File: src/rtl/sdc_pkg.sv
package sdc_pkg;
  // Geometry
  localparam int ROW_BITS = 12;
  localparam int COL_ADDR_BITS = 8;
  localparam int BANK_BITS = 2;
  localparam int COL_BITS = 16;
  localparam int AD_BITS = 16;
  localparam int WORD_BITS = 2 * COL_BITS;
  localparam int ROW_WORDS = (2 ** COL_ADDR_BITS) / 2;
  // Timing, reference clock at 20 MHz
  localparam int REF_CLK_KHZ = 20000;
  localparam int CLK_DIV = 1;
  localparam int REFRESH_WINDOW_MS = 64;
  localparam int REFRESH_CYCLES = 4096;
  localparam int REF_PERIOD_CYC = REFRESH_WINDOW_MS * REF_CLK_KHZ / REFRESH_CYCLES;
  localparam int MAX_REFRESH_GAP = REFRESH_CYCLES / 8;
  localparam int MIN_REFRESH_SPACING = 2;
  localparam int INIT_US = 200;
  localparam int INIT_CYC = INIT_US * REF_CLK_KHZ / 1000;
  localparam int CAS_LAT = 2;
  localparam int TRCD_TICKS = 2;
  localparam int TRP_TICKS = 2;
  localparam int TWR_TICKS = 2;
  localparam int TMRD_TICKS = 2;
  // Full page burst, CAS latency 2, sequential
  localparam logic [15:0] MODE_REG = 16'h0027;
  localparam logic [15:0] PRE_ALL_AD = 16'h0400;
  localparam logic SHARED_ACCESS_OPTION = 1'b0;
  // Command build enables
  localparam logic EN_WAIT = 1'b1;
  localparam logic EN_BUF_READ = 1'b1;
  localparam logic EN_BUF_WRITE = 1'b1;
  localparam logic EN_ROW_READ = 1'b1;
  localparam logic EN_ROW_WRITE = 1'b1;
  localparam int OWED_W = 13;
  localparam int FIFO_DEPTH = 8;
  // Memory command as {ras_n, cas_n, we_n}
  localparam logic [2:0] MC_NOP = 3'h7;
  localparam logic [2:0] MC_ACT = 3'h3;
  localparam logic [2:0] MC_READ = 3'h5;
  localparam logic [2:0] MC_WRITE = 3'h4;
  localparam logic [2:0] MC_BST = 3'h6;
  localparam logic [2:0] MC_PRE = 3'h2;
  localparam logic [2:0] MC_REF = 3'h1;
  localparam logic [2:0] MC_MRS = 3'h0;
  typedef enum logic [2:0] {
    OP_WAIT = 3'h0, OP_BUF_READ = 3'h1, OP_BUF_WRITE = 3'h2,
    OP_ROW_READ = 3'h3, OP_ROW_WRITE = 3'h4
  } sdc_op_t;
  typedef enum logic [9:0] {
    ST_INIT = 10'h001, ST_MRS = 10'h002, ST_IDLE = 10'h004, ST_REF = 10'h008,
    ST_ACT = 10'h010, ST_XCMD = 10'h020, ST_WDATA = 10'h040, ST_RDATA = 10'h080,
    ST_STOP = 10'h100, ST_CLOSE = 10'h200
  } sdc_state_t;
endpackage : sdc_pkg

File: src/rtl/sdc_ctrl.sv
`timescale 1ns/100ps
// Write data buffer between client and memory burst engine
module sdc_fifo #(
  parameter int WIDTH = 32,
  parameter int DEPTH = 8
) (
  input wire logic ref_clk,
  input wire logic arst_n,
  input wire logic in_valid,
  output logic in_ready,
  input wire logic [WIDTH-1:0] in_data,
  output logic out_valid,
  input wire logic out_ready,
  output logic [WIDTH-1:0] out_data
);
  localparam int AW = $clog2(DEPTH);
  logic [WIDTH-1:0] mem_q [DEPTH];
  logic [AW-1:0] wp_q, rp_q;
  logic [AW:0] cnt_q, cnt_d;
  logic in_ready_q;
  logic push, pop;
  assign push = in_valid && in_ready_q;
  assign pop = out_valid && out_ready;
  assign in_ready = in_ready_q;
  assign out_valid = cnt_q != '0;
  assign out_data = mem_q[rp_q];
  assign cnt_d = cnt_q + (AW+1)'(push) - (AW+1)'(pop);
  // Storage needs no reset, only pointers, count and ready do
  always_ff @(posedge ref_clk) begin
    if (push) begin
      mem_q[wp_q] <= in_data;
    end
  end
  // Pointers and registered ready, so the client sees a flop
  always_ff @(posedge ref_clk or negedge arst_n) begin
    if (!arst_n) begin
      wp_q <= '0;
      rp_q <= '0;
      cnt_q <= '0;
      in_ready_q <= 1'b0;
    end else begin
      if (push) wp_q <= (wp_q == AW'(DEPTH-1)) ? '0 : wp_q + 1'b1;
      if (pop) rp_q <= (rp_q == AW'(DEPTH-1)) ? '0 : rp_q + 1'b1;
      cnt_q <= cnt_d;
      in_ready_q <= cnt_d != (AW+1)'(DEPTH);
    end
  end
endmodule : sdc_fifo

module sdc_ctrl import sdc_pkg::*; (
  input wire logic ref_clk,
  input wire logic arst_n,
  input wire logic cmd_valid,
  output logic cmd_ready,
  input wire logic [2:0] cmd_op,
  input wire logic [BANK_BITS-1:0] cmd_bank,
  input wire logic [ROW_BITS-1:0] cmd_row,
  input wire logic [COL_ADDR_BITS-1:0] cmd_col,
  input wire logic [COL_ADDR_BITS-1:0] cmd_words,
  output logic cmd_done,
  input wire logic wr_valid,
  output logic wr_ready,
  input wire logic [WORD_BITS-1:0] wr_data,
  output logic rd_valid,
  output logic [WORD_BITS-1:0] rd_data,
  output logic mem_clk,
  output logic mem_cke,
  output logic mem_cs_n,
  output logic mem_ras_n,
  output logic mem_cas_n,
  output logic mem_we_n,
  output logic [BANK_BITS-1:0] mem_ba,
  output logic mem_dqm,
  output logic [AD_BITS-1:0] mem_ad_out,
  input wire logic [AD_BITS-1:0] mem_ad_in,
  output logic mem_ad_oe_n
);
  localparam int CLK_PER = 2 * CLK_DIV;
  localparam int NW = COL_ADDR_BITS + 1;
  localparam int TW = COL_ADDR_BITS + 2;

  // Command enable decode, shared by the idle dispatch and checks
  function automatic logic op_enabled(input logic [2:0] op);
    case (op)
      OP_WAIT: op_enabled = EN_WAIT;
      OP_BUF_READ: op_enabled = EN_BUF_READ;
      OP_BUF_WRITE: op_enabled = EN_BUF_WRITE;
      OP_ROW_READ: op_enabled = EN_ROW_READ;
      OP_ROW_WRITE: op_enabled = EN_ROW_WRITE;
      default: op_enabled = 1'b0;
    endcase
  endfunction : op_enabled

  sdc_state_t state_q;
  logic [3:0] div_q;
  logic clk_q, cke_q, cs_n_q, dqm_q, oe_n_q;
  logic [2:0] mc_q;
  logic [BANK_BITS-1:0] ba_q;
  logic [AD_BITS-1:0] ad_q;
  logic ready_q, done_q, rvalid_q, pend_q, hi_q, wr_op_q;
  logic [2:0] op_q;
  logic [ROW_BITS-1:0] row_q;
  logic [COL_ADDR_BITS-1:0] col_q;
  logic [NW-1:0] rem_q;
  logic [TW-1:0] t_q;
  logic [3:0] gap_q;
  logic [COL_BITS-1:0] lo_q;
  logic [WORD_BITS-1:0] rdata_q;
  logic [OWED_W-1:0] owed_q;
  logic [8:0] per_q;
  logic [11:0] init_q;
  logic init_done_q;
  logic tick, go, take, per_wrap, ref_dec, ref_due, f_valid, f_pop, mrs_go;
  logic [WORD_BITS-1:0] f_data;

  assign tick = (div_q == 4'(CLK_DIV - 1)) && clk_q;
  assign go = tick && (gap_q == '0);
  assign take = cmd_valid && ready_q;
  assign per_wrap = per_q == 9'(REF_PERIOD_CYC - 1);
  assign ref_dec = go && (state_q == ST_REF) && (owed_q != '0);
  assign ref_due = owed_q >= OWED_W'(MAX_REFRESH_GAP);
  assign f_pop = go && (state_q == ST_WDATA) && hi_q && f_valid;
  assign mrs_go = go && (state_q == ST_MRS);

  // Client words wait here; full FIFO stalls the client
  sdc_fifo #(.WIDTH(WORD_BITS), .DEPTH(FIFO_DEPTH)) u_wfifo (
    .ref_clk(ref_clk),
    .arst_n(arst_n),
    .in_valid(wr_valid),
    .in_ready(wr_ready),
    .in_data(wr_data),
    .out_valid(f_valid),
    .out_ready(f_pop),
    .out_data(f_data)
  );

  // Memory clock toggles every CLK_DIV reference cycles
  always_ff @(posedge ref_clk or negedge arst_n) begin
    if (!arst_n) begin
      div_q <= '0;
      clk_q <= 1'b0;
    end else if (div_q == 4'(CLK_DIV - 1)) begin
      div_q <= '0;
      clk_q <= ~clk_q;
    end else begin
      div_q <= div_q + 1'b1;
    end
  end

  // Power-up wait before the first memory command
  always_ff @(posedge ref_clk or negedge arst_n) begin
    if (!arst_n) begin
      init_q <= '0;
      init_done_q <= 1'b0;
    end else if (init_q == 12'(INIT_CYC - 1)) begin
      init_done_q <= 1'b1;
    end else begin
      init_q <= init_q + 1'b1;
    end
  end

  // Owed refreshes keep accruing during a transfer so the next burst grows
  always_ff @(posedge ref_clk or negedge arst_n) begin
    if (!arst_n) begin
      per_q <= '0;
      owed_q <= OWED_W'(MAX_REFRESH_GAP); // Start-up burst covers init refreshes
    end else begin
      per_q <= per_wrap ? '0 : per_q + 1'b1;
      owed_q <= owed_q + OWED_W'(per_wrap) - OWED_W'(ref_dec);
    end
  end

  // Command acceptance; refused while a refresh is due or work is pending
  always_ff @(posedge ref_clk or negedge arst_n) begin
    if (!arst_n) begin
      ready_q <= 1'b0;
      pend_q <= 1'b0;
      op_q <= OP_WAIT;
    end else begin
      ready_q <= (state_q == ST_IDLE) && !pend_q && !take && !ref_due;
      if (take) begin
        pend_q <= 1'b1;
        op_q <= cmd_op;
      end else if (go && state_q == ST_IDLE) begin
        pend_q <= 1'b0;
      end
    end
  end

  // Main sequencer; command pins change at the falling memory clock edge, mem_ba when a command is taken
  always_ff @(posedge ref_clk or negedge arst_n) begin
    if (!arst_n) begin
      state_q <= ST_INIT;
      cke_q <= 1'b0;
      cs_n_q <= 1'b1;
      mc_q <= MC_NOP;
      ba_q <= '0;
      ad_q <= '0;
      dqm_q <= 1'b1;
      oe_n_q <= 1'b1;
      gap_q <= '0;
      done_q <= 1'b0;
      rvalid_q <= 1'b0;
      hi_q <= 1'b0;
      wr_op_q <= 1'b0;
      row_q <= '0;
      col_q <= '0;
      rem_q <= '0;
      t_q <= '0;
      lo_q <= '0;
      rdata_q <= '0;
    end else begin
      done_q <= 1'b0;
      rvalid_q <= 1'b0;
      cke_q <= 1'b1;
      cs_n_q <= 1'b0;
      if (take) begin
        ba_q <= cmd_bank;
        row_q <= cmd_row;
        wr_op_q <= (cmd_op == OP_BUF_WRITE) || (cmd_op == OP_ROW_WRITE);
        if (cmd_op == OP_ROW_READ || cmd_op == OP_ROW_WRITE) begin
          col_q <= '0;
          rem_q <= NW'(2 * ROW_WORDS);
        end else begin
          col_q <= cmd_col;
          rem_q <= {cmd_words, 1'b0};
        end
      end
      if (tick) begin
        mc_q <= MC_NOP;
        if (gap_q != '0) begin
          gap_q <= gap_q - 1'b1;
        end else begin
          case (state_q)
            ST_INIT: begin
              if (init_done_q) begin
                mc_q <= MC_PRE;
                ad_q <= PRE_ALL_AD;
                oe_n_q <= 1'b0;
                gap_q <= 4'(TRP_TICKS);
                state_q <= ST_MRS;
              end
            end
            ST_MRS: begin
              mc_q <= MC_MRS;
              ad_q <= MODE_REG;
              gap_q <= 4'(TMRD_TICKS);
              state_q <= ST_IDLE;
            end
            ST_IDLE: begin
              // Bus left to others only when shared access is built in
              oe_n_q <= SHARED_ACCESS_OPTION;
              // A taken command runs first, so a refresh never finds work pending
              if (pend_q) begin
                if (op_q == OP_WAIT || !op_enabled(op_q)) begin
                  done_q <= 1'b1;
                end else begin
                  mc_q <= MC_ACT;
                  ad_q <= AD_BITS'(row_q);
                  oe_n_q <= 1'b0;
                  gap_q <= 4'(TRCD_TICKS - 1);
                  state_q <= ST_XCMD;
                end
              end else if (ref_due && !take) begin
                state_q <= ST_REF;
              end
            end
            ST_REF: begin
              if (owed_q == '0) begin
                state_q <= ST_IDLE;
              end else begin
                mc_q <= MC_REF;
                gap_q <= 4'(MIN_REFRESH_SPACING - 1);
              end
            end
            ST_XCMD: begin
              if (!wr_op_q) begin
                mc_q <= MC_READ;
                ad_q <= AD_BITS'(col_q);
                t_q <= TW'(1);
                hi_q <= 1'b0;
                state_q <= ST_RDATA;
              end else if (f_valid) begin
                // Burst opens one column early with that column masked
                mc_q <= MC_WRITE;
                // Wrap inside the column field so the upper address bits stay clear
                ad_q <= AD_BITS'(COL_ADDR_BITS'(col_q - 1'b1));
                dqm_q <= 1'b1;
                hi_q <= 1'b0;
                state_q <= ST_WDATA;
              end
            end
            ST_WDATA: begin
              if (!hi_q && !f_valid) begin
                // Underrun: halt the burst and reopen when data arrives
                mc_q <= MC_BST;
                dqm_q <= 1'b1;
                state_q <= ST_XCMD;
              end else begin
                ad_q <= hi_q ? f_data[WORD_BITS-1:COL_BITS] : f_data[COL_BITS-1:0];
                dqm_q <= 1'b0;
                hi_q <= ~hi_q;
                col_q <= col_q + 1'b1;
                rem_q <= rem_q - 1'b1;
                if (rem_q == NW'(1)) begin
                  state_q <= ST_STOP;
                end
              end
            end
            ST_STOP: begin
              mc_q <= MC_BST;
              dqm_q <= 1'b1;
              gap_q <= 4'(TWR_TICKS - 1);
              state_q <= ST_CLOSE;
            end
            ST_RDATA: begin
              oe_n_q <= 1'b1;
              t_q <= t_q + 1'b1;
              if (t_q == TW'(rem_q)) begin
                mc_q <= MC_BST;
              end
              if (t_q >= TW'(CAS_LAT)) begin
                hi_q <= ~hi_q;
                if (hi_q) begin
                  rdata_q <= {mem_ad_in, lo_q};
                  rvalid_q <= 1'b1;
                end else begin
                  lo_q <= mem_ad_in;
                end
              end
              if (t_q == TW'(rem_q) + TW'(CAS_LAT - 1)) begin
                state_q <= ST_CLOSE;
              end
            end
            ST_CLOSE: begin
              mc_q <= MC_PRE;
              ad_q <= PRE_ALL_AD;
              oe_n_q <= 1'b0;
              dqm_q <= 1'b0;
              gap_q <= 4'(TRP_TICKS - 1);
              done_q <= 1'b1;
              state_q <= ST_IDLE;
            end
            default: state_q <= ST_IDLE;
          endcase
        end
      end
    end
  end

  assign cmd_ready = ready_q;
  assign cmd_done = done_q;
  assign rd_valid = rvalid_q;
  assign rd_data = rdata_q;
  assign mem_clk = clk_q;
  assign mem_cke = cke_q;
  assign mem_cs_n = cs_n_q;
  assign {mem_ras_n, mem_cas_n, mem_we_n} = mc_q;
  assign mem_ba = ba_q;
  assign mem_dqm = dqm_q;
  assign mem_ad_out = ad_q;
  assign mem_ad_oe_n = oe_n_q;

  // Checks
  a_ref_not_busy: assert property (@(posedge ref_clk) disable iff (!arst_n)
    ref_dec |-> !pend_q && (state_q == ST_REF)) else $error("refresh during transfer");
  a_ref_spacing: assert property (@(posedge ref_clk) disable iff (!arst_n)
    ref_dec |=> !ref_dec [*3]) else $error("refreshes too close");
  a_burst_grows: assert property (@(posedge ref_clk) disable iff (!arst_n)
    per_wrap && !ref_dec |=> owed_q == $past(owed_q) + 1'b1) else $error("owed lost");
  a_owed_bound: assert property (@(posedge ref_clk) disable iff (!arst_n)
    owed_q <= OWED_W'(REFRESH_CYCLES)) else $error("refresh debt overflow");
  a_clk_period: assert property (@(posedge ref_clk) disable iff (!arst_n)
    $rose(clk_q) |-> ##CLK_PER $rose(clk_q)) else $error("memory clock period");
  a_mode_load: assert property (@(posedge ref_clk) disable iff (!arst_n)
    mrs_go |=> (mc_q == MC_MRS) && (ad_q == MODE_REG)) else $error("mode value");
  a_ready_idle: assert property (@(posedge ref_clk) disable iff (!arst_n)
    ready_q |-> (state_q == ST_IDLE) && !pend_q) else $error("ready while busy");
  a_row_col0: assert property (@(posedge ref_clk) disable iff (!arst_n)
    take && (cmd_op == OP_ROW_READ) |=> (col_q == '0) && (rem_q == NW'(2 * ROW_WORDS)))
    else $error("full row start");
  a_disabled_op: assert property (@(posedge ref_clk) disable iff (!arst_n)
    go && state_q == ST_IDLE && pend_q && !ref_due && !op_enabled(op_q)
    |=> done_q && (mc_q == MC_NOP)) else $error("disabled command ran");
  a_low_half_first: assert property (@(posedge ref_clk) disable iff (!arst_n)
    go && state_q == ST_WDATA && !hi_q && f_valid |=> ad_q == $past(f_data[COL_BITS-1:0]))
    else $error("word half order");
  a_shared_release: assert property (@(posedge ref_clk) disable iff (!arst_n)
    go && state_q == ST_IDLE |=> oe_n_q == SHARED_ACCESS_OPTION) else $error("bus hold");
  c_ref_burst: cover property (@(posedge ref_clk) disable iff (!arst_n) ref_dec ##[1:8] ref_dec);
  c_write_done: cover property (@(posedge ref_clk) disable iff (!arst_n)
    state_q == ST_STOP ##[1:20] done_q);
  c_read_word: cover property (@(posedge ref_clk) disable iff (!arst_n) rvalid_q);
endmodule : sdc_ctrl

File: config.mk
export PLATFORM = sky130hd
export DESIGN_NAME = sdc_ctrl
export DESIGN_NICKNAME = d
export VERILOG_FILES = /design/src/rtl/sdc_pkg.sv /design/src/rtl/sdc_ctrl.sv
export SDC_FILE = /design/constraint.sdc
export NUM_CORES = 1
export LEC_CHECK = 0
export BUFFER_PORTS_ARGS = -buffer_cell sky130_fd_sc_hd__buf_2
export CAP_MARGIN = 5
export CELL_PAD_IN_SITES_DETAIL_PLACEMENT = 1
export CELL_PAD_IN_SITES_GLOBAL_PLACEMENT = 1
export CORE_AREA = 2 2 240 242
export DETAILED_ROUTE_END_ITERATION = 8
export DIE_AREA = 0 0 242 244
export HOLD_SLACK_MARGIN = 0.1
export PLACE_DENSITY_LB_ADDON = 0.1
export SLEW_MARGIN = 20
export SYNTH_ARGS = -nofsm -noshare
export SYNTH_HDL_FRONTEND = slang
export SYNTH_SLANG_ARGS = --single-unit
File: constraint.sdc
create_clock -name ref_clk -period 4.45 [get_ports ref_clk]
set_clock_uncertainty 0.1 [all_clocks]
set_input_delay 0.2225 -clock ref_clk [delete_from_list [all_inputs] [get_ports ref_clk]]
set_output_delay 0.2225 -clock ref_clk [all_outputs]
set_load 0.05 [all_outputs]
=== Word level (Yosys, flattened, before mapping) ===
Memory sizes are Yosys's and may differ from the RTL's.
Index checks and enable logic that the tools add are counted.

* Reductions and logical operators: 51
* $add $sub $neg: 15
* Muxes and demuxes: 83
* Magnitude comparators: 2
* Bitwise gates (word level): 3
* Equal/unequal tests: 42

{| class="wikitable"
|+ Operator list
! kind !! count
|-
| 2-to-1 mux 16 bit || 7
|-
| 2-to-1 mux 10 bit || 11
|-
| one-hot mux 16 bit (6 select lines) || 1
|-
| one-hot mux 10 bit (7 select lines) || 1
|-
| 2-to-1 mux 9 bit || 7
|-
| 2-to-1 mux 8 bit || 6
|-
| 2-to-1 mux 1 bit || 28
|-
| one-hot mux 3 bit (9 select lines) || 1
|-
| 2-to-1 mux 4 bit || 6
|-
| 2-to-1 mux 3 bit || 7
|-
| one-hot mux 10 bit (2 select lines) || 1
|-
| one-hot mux 4 bit (5 select lines) || 1
|-
| != test 2 bit, second input constant || 9
|-
| logical AND 1 bit || 16
|-
| != test 3 bit, second input constant || 5
|-
| AND reduction 5 bit || 3
|-
| adder 13 x 1 -> 13 bit || 1
|-
| greater-or-equal comparator 13 x 10 -> 1 bit, second input constant || 1
|-
| zero test 13 bit || 1
|-
| nonzero test 13 bit || 1
|-
| subtractor 13 x 1 -> 13 bit || 1
|-
| adder 12 x 1 -> 12 bit, second input constant || 1
|-
| == test 12 bit, second input constant || 1
|-
| == test 3 x 2 -> 1 bit, second input constant || 4
|-
| other kinds (50) || 75
|}

* Output and inout port bits: 62
* Word-level logic and storage cells: 229
* Memory bits (writable): 256
* Bits in registers: 186
* Input port bits: 85
* Memories kept: 1

{| class="wikitable"
|+ Memory list
! name !! words !! bits a word !! read ports !! clocked after Yosys merged registers in !! wr ports !! line !! source
|-
| u_wfifo.mem_q || 8 || 32 || 1 || 0 || 1 || sdc_ctrl.sv:17 || <nowiki>logic [WIDTH-1:0] mem_q [DEPTH];</nowiki>
|}

=== Logic depth before layout (Yosys ltp) ===
Gate-level depths: netlist (run 1).

* Depth after elaboration: 14
* Depth in mapped cells: 17
* Depth with buffers taken out: 16

=== Modules after synthesis ===
Synthesis (run 1) repeated with hierarchy kept, for this count alone.

* Cells, all modules: 1330
* Area total of the unflattened synthesis: 19542.5 µm²

{| class="wikitable"
|+ Modules (own cells, without submodules)
! module !! area an instance (µm²) !! sequential area each (µm²) !! times used !! cells an instance
|-
| sdc_fifo || 10326.2 || 7962.6 || 1 || 431
|-
| sdc_ctrl || 9216.3 || 4364.2 || 1 || 899
|}

=== Worst setup path before layout (run 1) ===
No wires, ideal clock.

* Path type: register to register
* Start point: register u_wfifo.in_ready_q (netlist: u_wfifo.in_ready)
* End point: memory u_wfifo.mem_q[0][0], enable pin
* Cell stages (with the launch flop): 4
* Path buffers: 0
* Clock period less this slack: 3.938 ns
* Path slack: 0.512 ns
* Required time: 3.889 ns
* Setup time: 0.461 ns
* Data arrival time: 3.377 ns
* Path through: dfrtp_1 nand2_1 or2_2 nor3_1

* Cells in the longest elaborated chain, start to end: 3

{| class="wikitable"
|+ Ends and longest elaborated chain
! what !! line !! source
|-
| from (decl) || sdc_ctrl.sv:20 || <nowiki>logic in_ready_q;</nowiki>
|-
| from (signal assigned) || sdc_ctrl.sv:45 || <nowiki>in_ready_q <= cnt_d != (AW+1)'(DEPTH);</nowiki>
|-
| logical AND 1 bit || sdc_ctrl.sv:22 || <nowiki>assign push = in_valid && in_ready_q;</nowiki>
|-
| 2-to-1 mux 1 bit || sdc_ctrl.sv:30 || <nowiki>if (push) begin</nowiki>
|-
| 2-to-1 mux 1 bit (not written as such) || sdc_ctrl.sv:31 || <nowiki>mem_q[wp_q] <= in_data;</nowiki>
|-
| to (decl) || sdc_ctrl.sv:17 ||
|}

Every way passes these cells.

=== Worst setup path in the final report (run 1) ===
* Start point: register state_q[7]
* End point: register owed_q[12]

* Cells in the longest elaborated chain, start to end: 4

{| class="wikitable"
|+ Ends and longest elaborated chain
! what !! line !! source
|-
| from (decl) || sdc_ctrl.sv:94 || <nowiki>sdc_state_t state_q;</nowiki>
|-
| from (signal assigned) || sdc_ctrl.sv:193 || <nowiki>state_q <= ST_INIT;</nowiki>
|-
| from (signal assigned) || sdc_ctrl.sv:241 || <nowiki>state_q <= ST_MRS;</nowiki>
|-
| from (signal assigned) || sdc_ctrl.sv:248 || <nowiki>state_q <= ST_IDLE;</nowiki>
|-
| == test 10 x 4 -> 1 bit || sdc_ctrl.sv:120 || <nowiki>assign ref_dec = go && (state_q == ST_REF) && (owed_q != '0);</nowiki>
|-
| logical AND 1 bit (2 in series) || sdc_ctrl.sv:120 ||
|-
| subtractor 13 x 1 -> 13 bit || sdc_ctrl.sv:169 || <nowiki>owed_q <= owed_q + OWED_W'(per_wrap) - OWED_W'(ref_dec);</nowiki>
|-
| to (signal assigned) || sdc_ctrl.sv:166 || <nowiki>owed_q <= OWED_W'(MAX_REFRESH_GAP);</nowiki>
|-
| to (signal assigned) || sdc_ctrl.sv:169 ||
|-
| to (decl) || sdc_ctrl.sv:109 || <nowiki>logic [OWED_W-1:0] owed_q;</nowiki>
|}

Every way passes these cells.
A chain may end at the register's enable or synchronous reset.

==> metrics.md, run 1 <==
| Metric | Value |
|---|---|
| DIE AREA | ~59000 µm² |
| Placer Congestion | about 0.84 |
| Initial antenna violation count | 4 |
| Longest Clk Path Bufs | 3 |
| Sw power | around 3.7 mW |
| Status | complete, no violations |
| Via count | roughly 12000 |
| Period utilization | 0.923 |
| Slowest cell on crit path | or4_1 |
| Library cells used by synthesis | 86 |
| Global-route wire length before repair | about 81000 µm |
| CP cell instances | or4_1 > nor3b_2 > and3_1 > ha_1 > inv_1 > ha_1 > inv_1 > fa_1 > nand2b_1 > a21oi_1 > o21ai_0 > a211oi_1 > nor4_1 > nor3_1 |
| Cell Area, Synth | 19600 µm² |
| Comb power frac | 0.212 |
| Ys flop type | edfxtp_1 |
| Wire length per cell | 21.4 µm |
| Post-synth EDFFs | between 200 and 300 |
| CTS Buf Count | 50 |
| Clock Latency Late Sink | 0.62 ns |
| Max Fclk | approximately 240 MHz |
| Area post-placement | around 21000 µm² |
| Ys Warns | 0 |
| # DRC | 0 |
| Die W | 242 µm |
| Ports | 147 |
| Slew HR | 0.320 |
| Vias/cell | 5.08 |
| CP endpoint kind | register |
| Crit Path Max Fanout | 13 |
| Fin crit period | about 4.1 ns |
| Initial Util | 0.349 |
| Chip height | between 200 and 250 µm |
| CTS tree | built |
| Worst-margin pin slew | roughly 1 ns |
| Top post-synthesis cells by area | edfxtp_1, dfrtp_1, mux4_2 |
| Max_cap viols | 0 |
| Leading area contributor after synthesis | edfxtp_1 |
| Crit path launch type | register |
| Setup CP Type | register to register |
| Total negative slack | 0 ns |
| Most frequent cells in the layout | edfxtp_1, dfrtp_1, buf_2 |
| RSZ-0062 raised after global routing | false |
| P_leak | ~9.1 nW |
| Hpwl dp | approximately 34000 µm |
| Slowest cell delay on critical path | 0.62 ns |
| Worst Path Required | about 4.8 ns |
| Number of port buffers | about 150 |
| Post-route cell area | roughly 24000 µm² |
| Maximum number of pins on one net before global-route repair | around 80 |
| Clk slew on worst S/H paths | around 0.06 ns |
| # nets final | between 1500 and 2000 |
| Design Power | about 12 mW |
| Vias in the first global route | around 13000 |
| Initial DRC Count | about 670 |
| Internal cell power | approximately 8.2 mW |
| Clk pwr share | 0.333 |
| Cts repair resizes | 0 |
| Layout area overhead | 21.4% |
| Post-synthesis sequential area ratio | 0.629 |
| Avg Synthesized Cell Area | approximately 14 µm² |
| Synth async-reset ratio | 0.420 |
| CTS root buffer | clkbuf_16 |
| Synthesized instance count | 1368 |
| Core footprint | 56200 µm² |
| Setup violations, final | 0 |
| H-tree depth | 2 |
| Pre-antenna DRT Iters | 5 |
| Placement row count | a little under 90 |
| Hold WC Path Type | primary input to asynchronous set/reset pin |
| Clock sinks | roughly 440 |
| Routed Antenna Nets | 0 |
| GRT overflow | 0 |
| Hold Buf Count CTS | 84 |
| Commonest non-fill, non-tap cell in the layout | edfxtp_1 |
| Share of layout cells above drive strength 1 | 0.255 |
| Post-CTS Setup Repair Bufs | 0 |
| Sequential share of power | 0.455 |
| Data arrival time of the worst path | ~4.5 ns |
| Peak VDD IR | 349 µV |
| Synthesized flop and latch total | ~440 |
| Total GRT Usage | 0.178 |
| Drt total wl | ~52000 µm |
| Slew Viols, Final | 0 |
| Pwr per Cell Area | 500 nW/µm² |
| Area fraction of the dominant cell type after synthesis | 0.392 |
| Post-synth net total | ~1500 |
| Hold Vio Cnt, Final | 0 |
| Switch share | 0.315 |
## critical path: cells and delay by family (launching register included)
kind            cells  cell delay, ns
fa+ha+maj           3            0.78
simple gates        6            1.65
buf+inv             2            0.12
flops               1            0.53
compound gates      3            0.79
## kinds of logic after synthesis
kind of cell	Yosys count	synth area share
DFF	441	0.629
and+or+nand+nor	394	0.107
AOI/OAI and AO/OA	174	0.0590
muxes	135	0.122
buffers and inverters	112	0.0236
xor gates and xnor gates	65	0.0291
adders and majority gates	45	0.0295
other	2	0.000383
## final cells by class
cell class              instances  area, µm²
repair buffers                268       1890
diodes                          1       2.50
flip-flops and latches        441      12300
multi-input cells             815       6870
fillers                      5808      32400
clock inverters                20        200
clock buffers                  70       1370
inverters                      48        180
well taps                     756        946
## final timing paths
path | cells after the start | end | slack [ns] | startpoint
min reg2reg | 2 | mem_ba[0] | 0.37 | mem_ba[0]
max | 14 | owed_q[12] | 0.34 | state_q[7]
max in group asynchronous | 3 | u_wfifo.cnt_q[2] | 3.15 | arst_n
max reg2reg | 14 | owed_q[12] | 0.34 | state_q[7]
min | 2 | owed_q[5] | 0.11 | arst_n
min in group ref_clk | 5 | mem_ba[0] | 0.13 | cmd_valid
## registers in the layout, indices dropped and copies added (netlist names), 2 cells and up
signal,cells
mc_q,3
op_q,3
mem_ad_out,16
lo_q,16
owed_q,13
div_q,4
row_q,12
init_q,12
t_q,10
mem_ba,2
per_q,9
rem_q,9
state_q,9
gap_q,4
u_wfifo.cnt_q,4
rd_data,32
col_q,8
u_wfifo.rp_q,3
u_wfifo.mem_q,256
u_wfifo.wp_q,3
## power groups by stage
stage	Combinational, mW	Sequential (mW)	Clock (mW)
2_1_floorplan	1.47	5.54	0
3_3_place_gp	2.46	5.47	0
3_5_place_dp	2.49	5.50	0
4_1_cts	2.57	5.42	4.10
5_1_grt	2.79	5.49	4.25
6_report	2.52	5.42	3.96
## Yosys cell counts (29+ instances only)
cell type  count
inv_1         48
dfrtp_1      177
o21ai_0       45
ha_1          43
mux2_2        52
clkbuf_1      33
nor2_1        76
nand2_1      127
mux4_2        78
xor2_1        36
edfxtp_1     256
xnor2_1       29
a21oi_1       37
## per-stage QoR
step | std cells | hold WS (ns) | util | setup slack (ns)
after global placement | 2244 | 0.173 | 0.381 | 0.517
after floorplan | 1368 | -0.173 | - | 0.512
final | 2419 | 0.106 | 0.424 | 0.344
after CTS | 2418 | 0.124 | 0.424 | 0.338
after global routing | 2419 | 0.148 | 0.424 | 0.00283
after detailed placement | 2244 | 0.171 | 0.381 | 0.411
## per-layer routing
metal / part of all wire / track usage
met3: 0.038 / 0.0295
met1: 0.43 / 0.228
met4: 0.026 / 0.0532
met5: 0.00068 / 0
met2: 0.50 / 0.310
No activity file was read; power rests on OpenSTA's default activity.
==> run 2: changes to the inputs <==
- clock period: 4.45 -> 3.5 ns (I/O delays scaled with it)
==> run 2 against run 1 <==
  * Register-to-register slack got worse by 0.30 ns
  * Worst hold slack improved by 0.010 ns
  * Non-clock buffer count rose by 51
  * Largest power group unchanged
  * Routed wire length rose by 0.89%
  * Sequential power rose by 27%
  * Total power rose by 31%
  * First-iteration DRC count fell by 13%
  * Final cell count rose by 2.2%
  * Sequential share of layout area fell by 1.5 points
  * Highest routed layer unchanged
  * Setup slack got worse by 0.30 ns
  * Critical path depth fell by 1
  * Die area did not move
==> metrics.md, run 2 (same netlist as run 1, synthesis figures left out) <==
| Metric | Value |
|---|---|
| Status | complete, no violations |
| Number of port buffers | around 150 |
| Pwr per Cell Area | 637 nW/µm² |
| Period utilization | 0.989 |
| CP cell instances | buf_4 > buf_4 > or3b_4 > or3_4 > nor2_4 > and3_4 > ha_4 > inv_2 > ha_4 > inv_2 > fa_1 > inv_1 > or4b_2 |
| Total GRT Usage | 0.180 |
| Peak VDD IR | about 400 µV |
| Clock Latency Late Sink | 0.61 ns |
| Wire length per cell | approximately 21 µm |
| Vias in the first global route | ~14000 |
| Register bank with the most flops | u_wfifo.mem_q |
| Initial antenna violation count | 2 |
| Setup CP Type | register to register |
| P_leak | roughly 9.5 nW |
| CTS Buf Count | 50 |
| Placement row count | 87 |
| Cells after DPL | 2285 |
| Ports | around 150 |
| Data arrival time of the worst path | ~3.8 ns |
| # nets final | approximately 1800 |
| Via count | between 10000 and 15000 |
| Drt total wl | 52300 µm |
| H-tree depth | 2 |
| Crit path from | state_q[6] |
| Area post-placement | about 22000 µm² |
| Hpwl dp | approximately 35000 µm |
| Reg-to-Reg Start | state_q[6] |
| Max Fclk | about 290 MHz |
| Max_cap viols | 0 |
| FF-to-FF End | u_wfifo.in_ready |
| Fin crit period | between 3 and 4 ns |
| CTS root buffer | clkbuf_16 |
| Hold WC Path Type | primary input to asynchronous set/reset pin |
| Placer Congestion | between 0.8 and 0.9 |
| Setup violations, final | 0 |
| Chip height | 244 µm |
| Routed Antenna Nets | 0 |
| RSZ-0062 raised after global routing | true |
| Pre-antenna DRT Iters | 5 |
| Post-route cell area | roughly 25000 µm² |
| Most frequent cells in the layout | edfxtp_1, dfrtp_1, buf_2 |
| Longest Clk Path Bufs | 3 |
| Die W | between 200 and 250 µm |
| Largest register FFs | 256 |
| Maximum number of pins on one net before global-route repair | approximately 80 |
| Reg2Reg Setup Slack | approximately 0.039 ns |
| Slowest cell on crit path | or4b_2 |
| Core footprint | around 56000 µm² |
| Layout area overhead | 25.1% |
| Worst reg-to-reg path cell count | 13 |
| Slew HR | 0.397 |
| DIE AREA | between 50000 and 60000 µm² |
| Slowest cell delay on critical path | ~0.65 ns |
| Critical Path Sink | u_wfifo.in_ready |
| Crit path launch type | register |
| Commonest non-fill, non-tap cell in the layout | edfxtp_1 |
| CTS tree | built |
| Share of layout cells above drive strength 1 | 0.293 |
| CP endpoint kind | register |
| Crit Path Max Fanout | 3 |
| Global-route wire length before repair | between 80000 and 90000 µm |
| Design Power | ~16 mW |
| # DRC | 0 |
| Clk slew on worst S/H paths | about 0.06 ns |
| Clock sinks | 441 |
| Initial Util | 0.349 |
| Finished Layout Cells | between 2000 and 2500 |
| Hold Vio Cnt, Final | 0 |
| Worst Path Required | 3.87 ns |
| Slew Viols, Final | 0 |
| Vias/cell | ~5.1 |
| Worst-margin pin slew | about 0.9 ns |
| GRT overflow | 0 |
| Initial DRC Count | a little under 600 |
==> run 2: changes by cell type in the layout (fill, tap and decap cells not counted), moves of 4 or more <==
| cell | change |
|---|---|
| buf_12 | +5 |
| bufinv_16 | +4 |
| ha_1 | -4 |
| ha_4 | +4 |
| clkinv_2 | +4 |
| buf_4 | +43 |
| inv_1 | -4 |
==> run 2: report_power, final <==
| part | internal [mW] | switching (mW) | leakage [nW] |
|---|---|---|---|
| Clock | 3.12 | 2.18 | 0.806 |
| Combinational | 1.32 | 2.12 | 3.95 |
| Sequential | 6.33 | 0.533 | 4.71 |
| Total | 10.8 | 4.84 | 9.46 |
==> run 2: what timing repair did <==
item / in CTS / in global routing
setup endpoints to repair: 2 / 6
hold buffers: 86 / 0
pin swaps: 4 / 13
hold endpoints to repair: 505 / 0
gates resized for setup: 4 / 21
setup buffers: 1 / 7
==> run 2: worst min path at each step <==
stage / startpoint / endpoint / slack [ns] / cells after the start
after CTS: arst_n / mem_ad_out[6] / 0.12 / 2
final: arst_n / owed_q[5] / 0.12 / 2
after floorplan: arst_n / cmd_done / -0.22 / 0
after global routing: arst_n / owed_q[5] / 0.17 / 2
after global placement: arst_n / owed_q[5] / 0.20 / 1
after detailed placement: arst_n / owed_q[5] / 0.20 / 1
==> run 2: stage by stage <==
stage	hold slack [ns]	setup slack (ns)	TNS, ns	util
finish	0.116	0.0386	0	0.436
global route	0.172	-0.128	-0.371	0.436
CTS	0.121	0.00519	0	0.434
detailed placement	0.199	-0.135	-0.233	0.389
global placement	0.201	-0.0433	-0.0713	0.389
floorplan	-0.221	0.000846	0	-
==> run 2: critical path, delay by kind of cell, from the launching register on <==
family | cells | cell delay, ns
DFF | 1 | 0.35
adders and majority gates | 3 | 0.79
buffers and inverters | 5 | 0.35
and+or+nand+nor | 5 | 1.72
==> run 2: area by class of cell <==
type	count	area (µm²)
Antenna cell	1	2.50
Tap cell	756	946
Inverter	48	183
Fill cell	5763	31700
Clock buffer	66	1320
Sequential cell	441	12300
Clock inverter	26	330
Multi-Input combinational cell	815	7050
Timing Repair Buffer	319	2340
==> run 2: routing by layer <==
layer / up-vias / global-route usage / wire length, µm
met5: - / 0 / 7
met4: 2 / 0.0458 / 952
met3: 70 / 0.0270 / 1700
met2: 194 / 0.314 / 26500
met1: 6521 / 0.236 / 23100
li1: 5773 / - / -
==> run 3: changes to the inputs <==
- GPL_ROUTABILITY_DRIVEN: default -> 1
- clock period: 3.5 -> 2.9 ns (I/O delays scaled with it)
==> run 3 against run 2 <==
  * The run now ends with negative setup slack left
  * Die area unchanged
  * Routed wire length up 2.2%
  * Core utilization up 1.3 points
  * Setup slack worse by 0.57 ns
  * Critical path depth up 1
  * First-iteration DRC count grew 16%
  * Sequential cell count unchanged
  * Worst hold slack improved by 0.055 ns
  * Final area grew 2.9%
  * Total power up 22%
  * Sequential power is 20% higher
  * Clock-buffer cell count rose by 1
  * Highest routed layer is now met4
==> metrics.md, run 3 (same netlist as run 1, synthesis figures left out) <==
| Metric | Value |
|---|---|
| Clk pwr share | 0.330 |
| Worst-margin pin slew | between 0.6 and 0.7 ns |
| Sw power | 5.95 mW |
| RSZ-0062 raised after global routing | true |
| Setup CP Type | register to register |
| Hold Slack | 0.171 ns |
| Ant diodes | 0 |
| Slew HR | 0.592 |
| CTS Buf Count | between 50 and 60 |
| Worst Path Required | roughly 3.3 ns |
| Share of layout cells above drive strength 1 | 0.331 |
| P_leak | a little under 10 nW |
| Global-route wire length before repair | approximately 83000 µm |
| Sequential share of power | 0.432 |
| # DRC | 0 |
| Clock sinks | between 400 and 500 |
| DIE AREA | just under 60000 µm² |
| Design Power | 19.0 mW |
| Longest Clk Path Bufs | 3 |
| Period utilization | 1.18 |
| Most common cell on crit path | ha_4 |
| Commonest non-fill, non-tap cell in the layout | edfxtp_1 |
| Drt total wl | 53400 µm |
| CP endpoint kind | register |
| Hold Vio Cnt, Final | 0 |
| Slew Viols, Final | 0 |
| Largest register FFs | about 260 |
| Layout area overhead | 28.7% |
| Vias/cell | about 5.0 |
| Crit path launch type | register |
| Hold WC Path Type | primary input to register |
| Slowest cell on crit path | or4_4 |
| Max_cap viols | 0 |
| Number of port buffers | around 150 |
| Slowest cell delay on critical path | about 0.56 ns |
| Placement row count | 87 |
| Total GRT Usage | 0.181 |
| Clk slew on worst S/H paths | approximately 0.060 ns |
| # nets final | about 1900 |
| Routed Antenna Nets | 0 |
| Maximum number of pins on one net before global-route repair | 54 |
| Wire length per cell | 21.0 µm |
| Failing checks | negative setup slack |
| Die W | ~240 µm |
| Hpwl dp | approximately 35000 µm |
| FF+latch area | between 10000 and 15000 µm² |
| Pwr per Cell Area | 755 nW/µm² |
| Most frequent cells in the layout | edfxtp_1, dfrtp_1, buf_2 |
| H-tree depth | 2 |
| GRT overflow | 0 |
| Status | finished, violations left |
| Placer Congestion | 0.846 |
| Register bank with the most flops | u_wfifo.mem_q |
| Initial antenna violation count | 0 |
| Ports | 147 |
| Clock Latency Late Sink | a little over 0.6 ns |
| Data arrival time of the worst path | 3.84 ns |
| Max Fclk | 291 MHz |
| CTS root buffer | clkbuf_16 |
| Setup ws final | -0.536 ns |
| Switch share | 0.312 |
| Via count | approximately 13000 |
| Crit Path Max Fanout | 4 |
| Core footprint | approximately 56000 µm² |
| CP cell instances | or4_4 > nor3b_4 > and3_4 > ha_4 > inv_4 > ha_4 > inv_2 > fa_2 > nand2b_4 > a21oi_4 > o21ai_2 > a211oi_2 > nor4_2 > nor3_1 |
| Peak VDD IR | ~510 µV |
| Internal cell power | approximately 13 mW |
| CTS tree | built |
| Vias in the first global route | 13800 |
| Initial DRC Count | 678 |
| Initial Util | 0.349 |
| Pre-antenna DRT Iters | 5 |
| Fin crit period | around 3.4 ns |
| Area occupied by multi-input gates | ~7100 µm² |
| Comb power frac | 0.238 |
| Fill count | ~5800 |
| Setup violations, final | 11 |
| Chip height | about 240 µm |
run 3: cell types whose count changed in the layout (fill, tap and decap cells not counted), sizes merged:
cell,before,now
buf,232,301
bufinv,6,2
clkbuf,67,68
clkinv,17,23
clkinvlp,1,0
diode,1,0
dlygate4sd3,86,89
inv,50,49
run 3: worst paths after layout:
path	start	end	slack (ns)	depth (start not counted)
max reg2reg	state_q[8]	owed_q[12]	-0.54	14
min	cmd_row[7]	row_q[7]	0.17	4
max	state_q[8]	owed_q[12]	-0.54	14
min in group asynchronous	arst_n	rem_q[7]	0.54	3
max in group asynchronous	arst_n	mem_ad_out[15]	1.49	4
min reg2reg	init_q[11]	init_q[11]	0.38	1
run 3: cell type report:
class / count / area share
flip-flops and latches: 441 / 0.489
multi-input cells: 815 / 0.281
repair buffers: 391 / 0.120
clock buffers: 67 / 0.0562
well taps: 756 / 0.0375
clock inverters: 26 / 0.00903
inverters: 48 / 0.00724
run 3: repair_timing:
item,CTS,global route
endpoints found under the setup margin,10,25
setup buffers,3,6
gates resized for setup,15,14
pin swaps,15,13
hold endpoints to repair,492,0
hold buffers,90,0
run 3: stage by stage:
step                      setup TNS [ns]  setup slack (ns)  cell area, µm²   util  cells
after global routing               -3.96            -0.646           25200  0.449   2544
after global placement             -2.29            -0.445           22500  0.400   2352
after floorplan                    -3.13            -0.495           19700      -   1368
after CTS                          -2.27            -0.434           25100  0.447   2538
final                              -2.62            -0.536           25200  0.449   2544
after detailed placement           -2.94            -0.553           22500  0.400   2352
run 3: per-layer routing:
layer / GRT usage / wire length (µm) / up-vias
met4: 0.0470 / 1120 / 0
met3: 0.0290 / 1830 / 74
met1: 0.236 / 23700 / 6631
met2: 0.315 / 26800 / 174
li1: - / - / 5918
met5: 0 / 0 / -
run 3: power by group through the flow:
| stage | clock network [mW] | registers, mW | logic (mW) |
|---|---|---|---|
| after global placement | 0 | 8.32 | 4.31 |
| after global routing | 6.72 | 8.34 | 4.95 |
| final | 6.28 | 8.23 | 4.52 |
| after floorplan | 0 | 8.49 | 2.33 |
| after detailed placement | 0 | 8.35 | 4.35 |
| after CTS | 6.48 | 8.24 | 4.49 |
run 3: worst max-delay path, delay by kind of cell, from the launching register on:
family                   cells  cell delay, ns
AND/OR/NAND/NOR              6            1.49
AO/OA/AOI/OAI                3            0.60
flip-flops                   1            0.37
buffers and inverters        2            0.10
adder cells (fa/ha/maj)      3            0.68
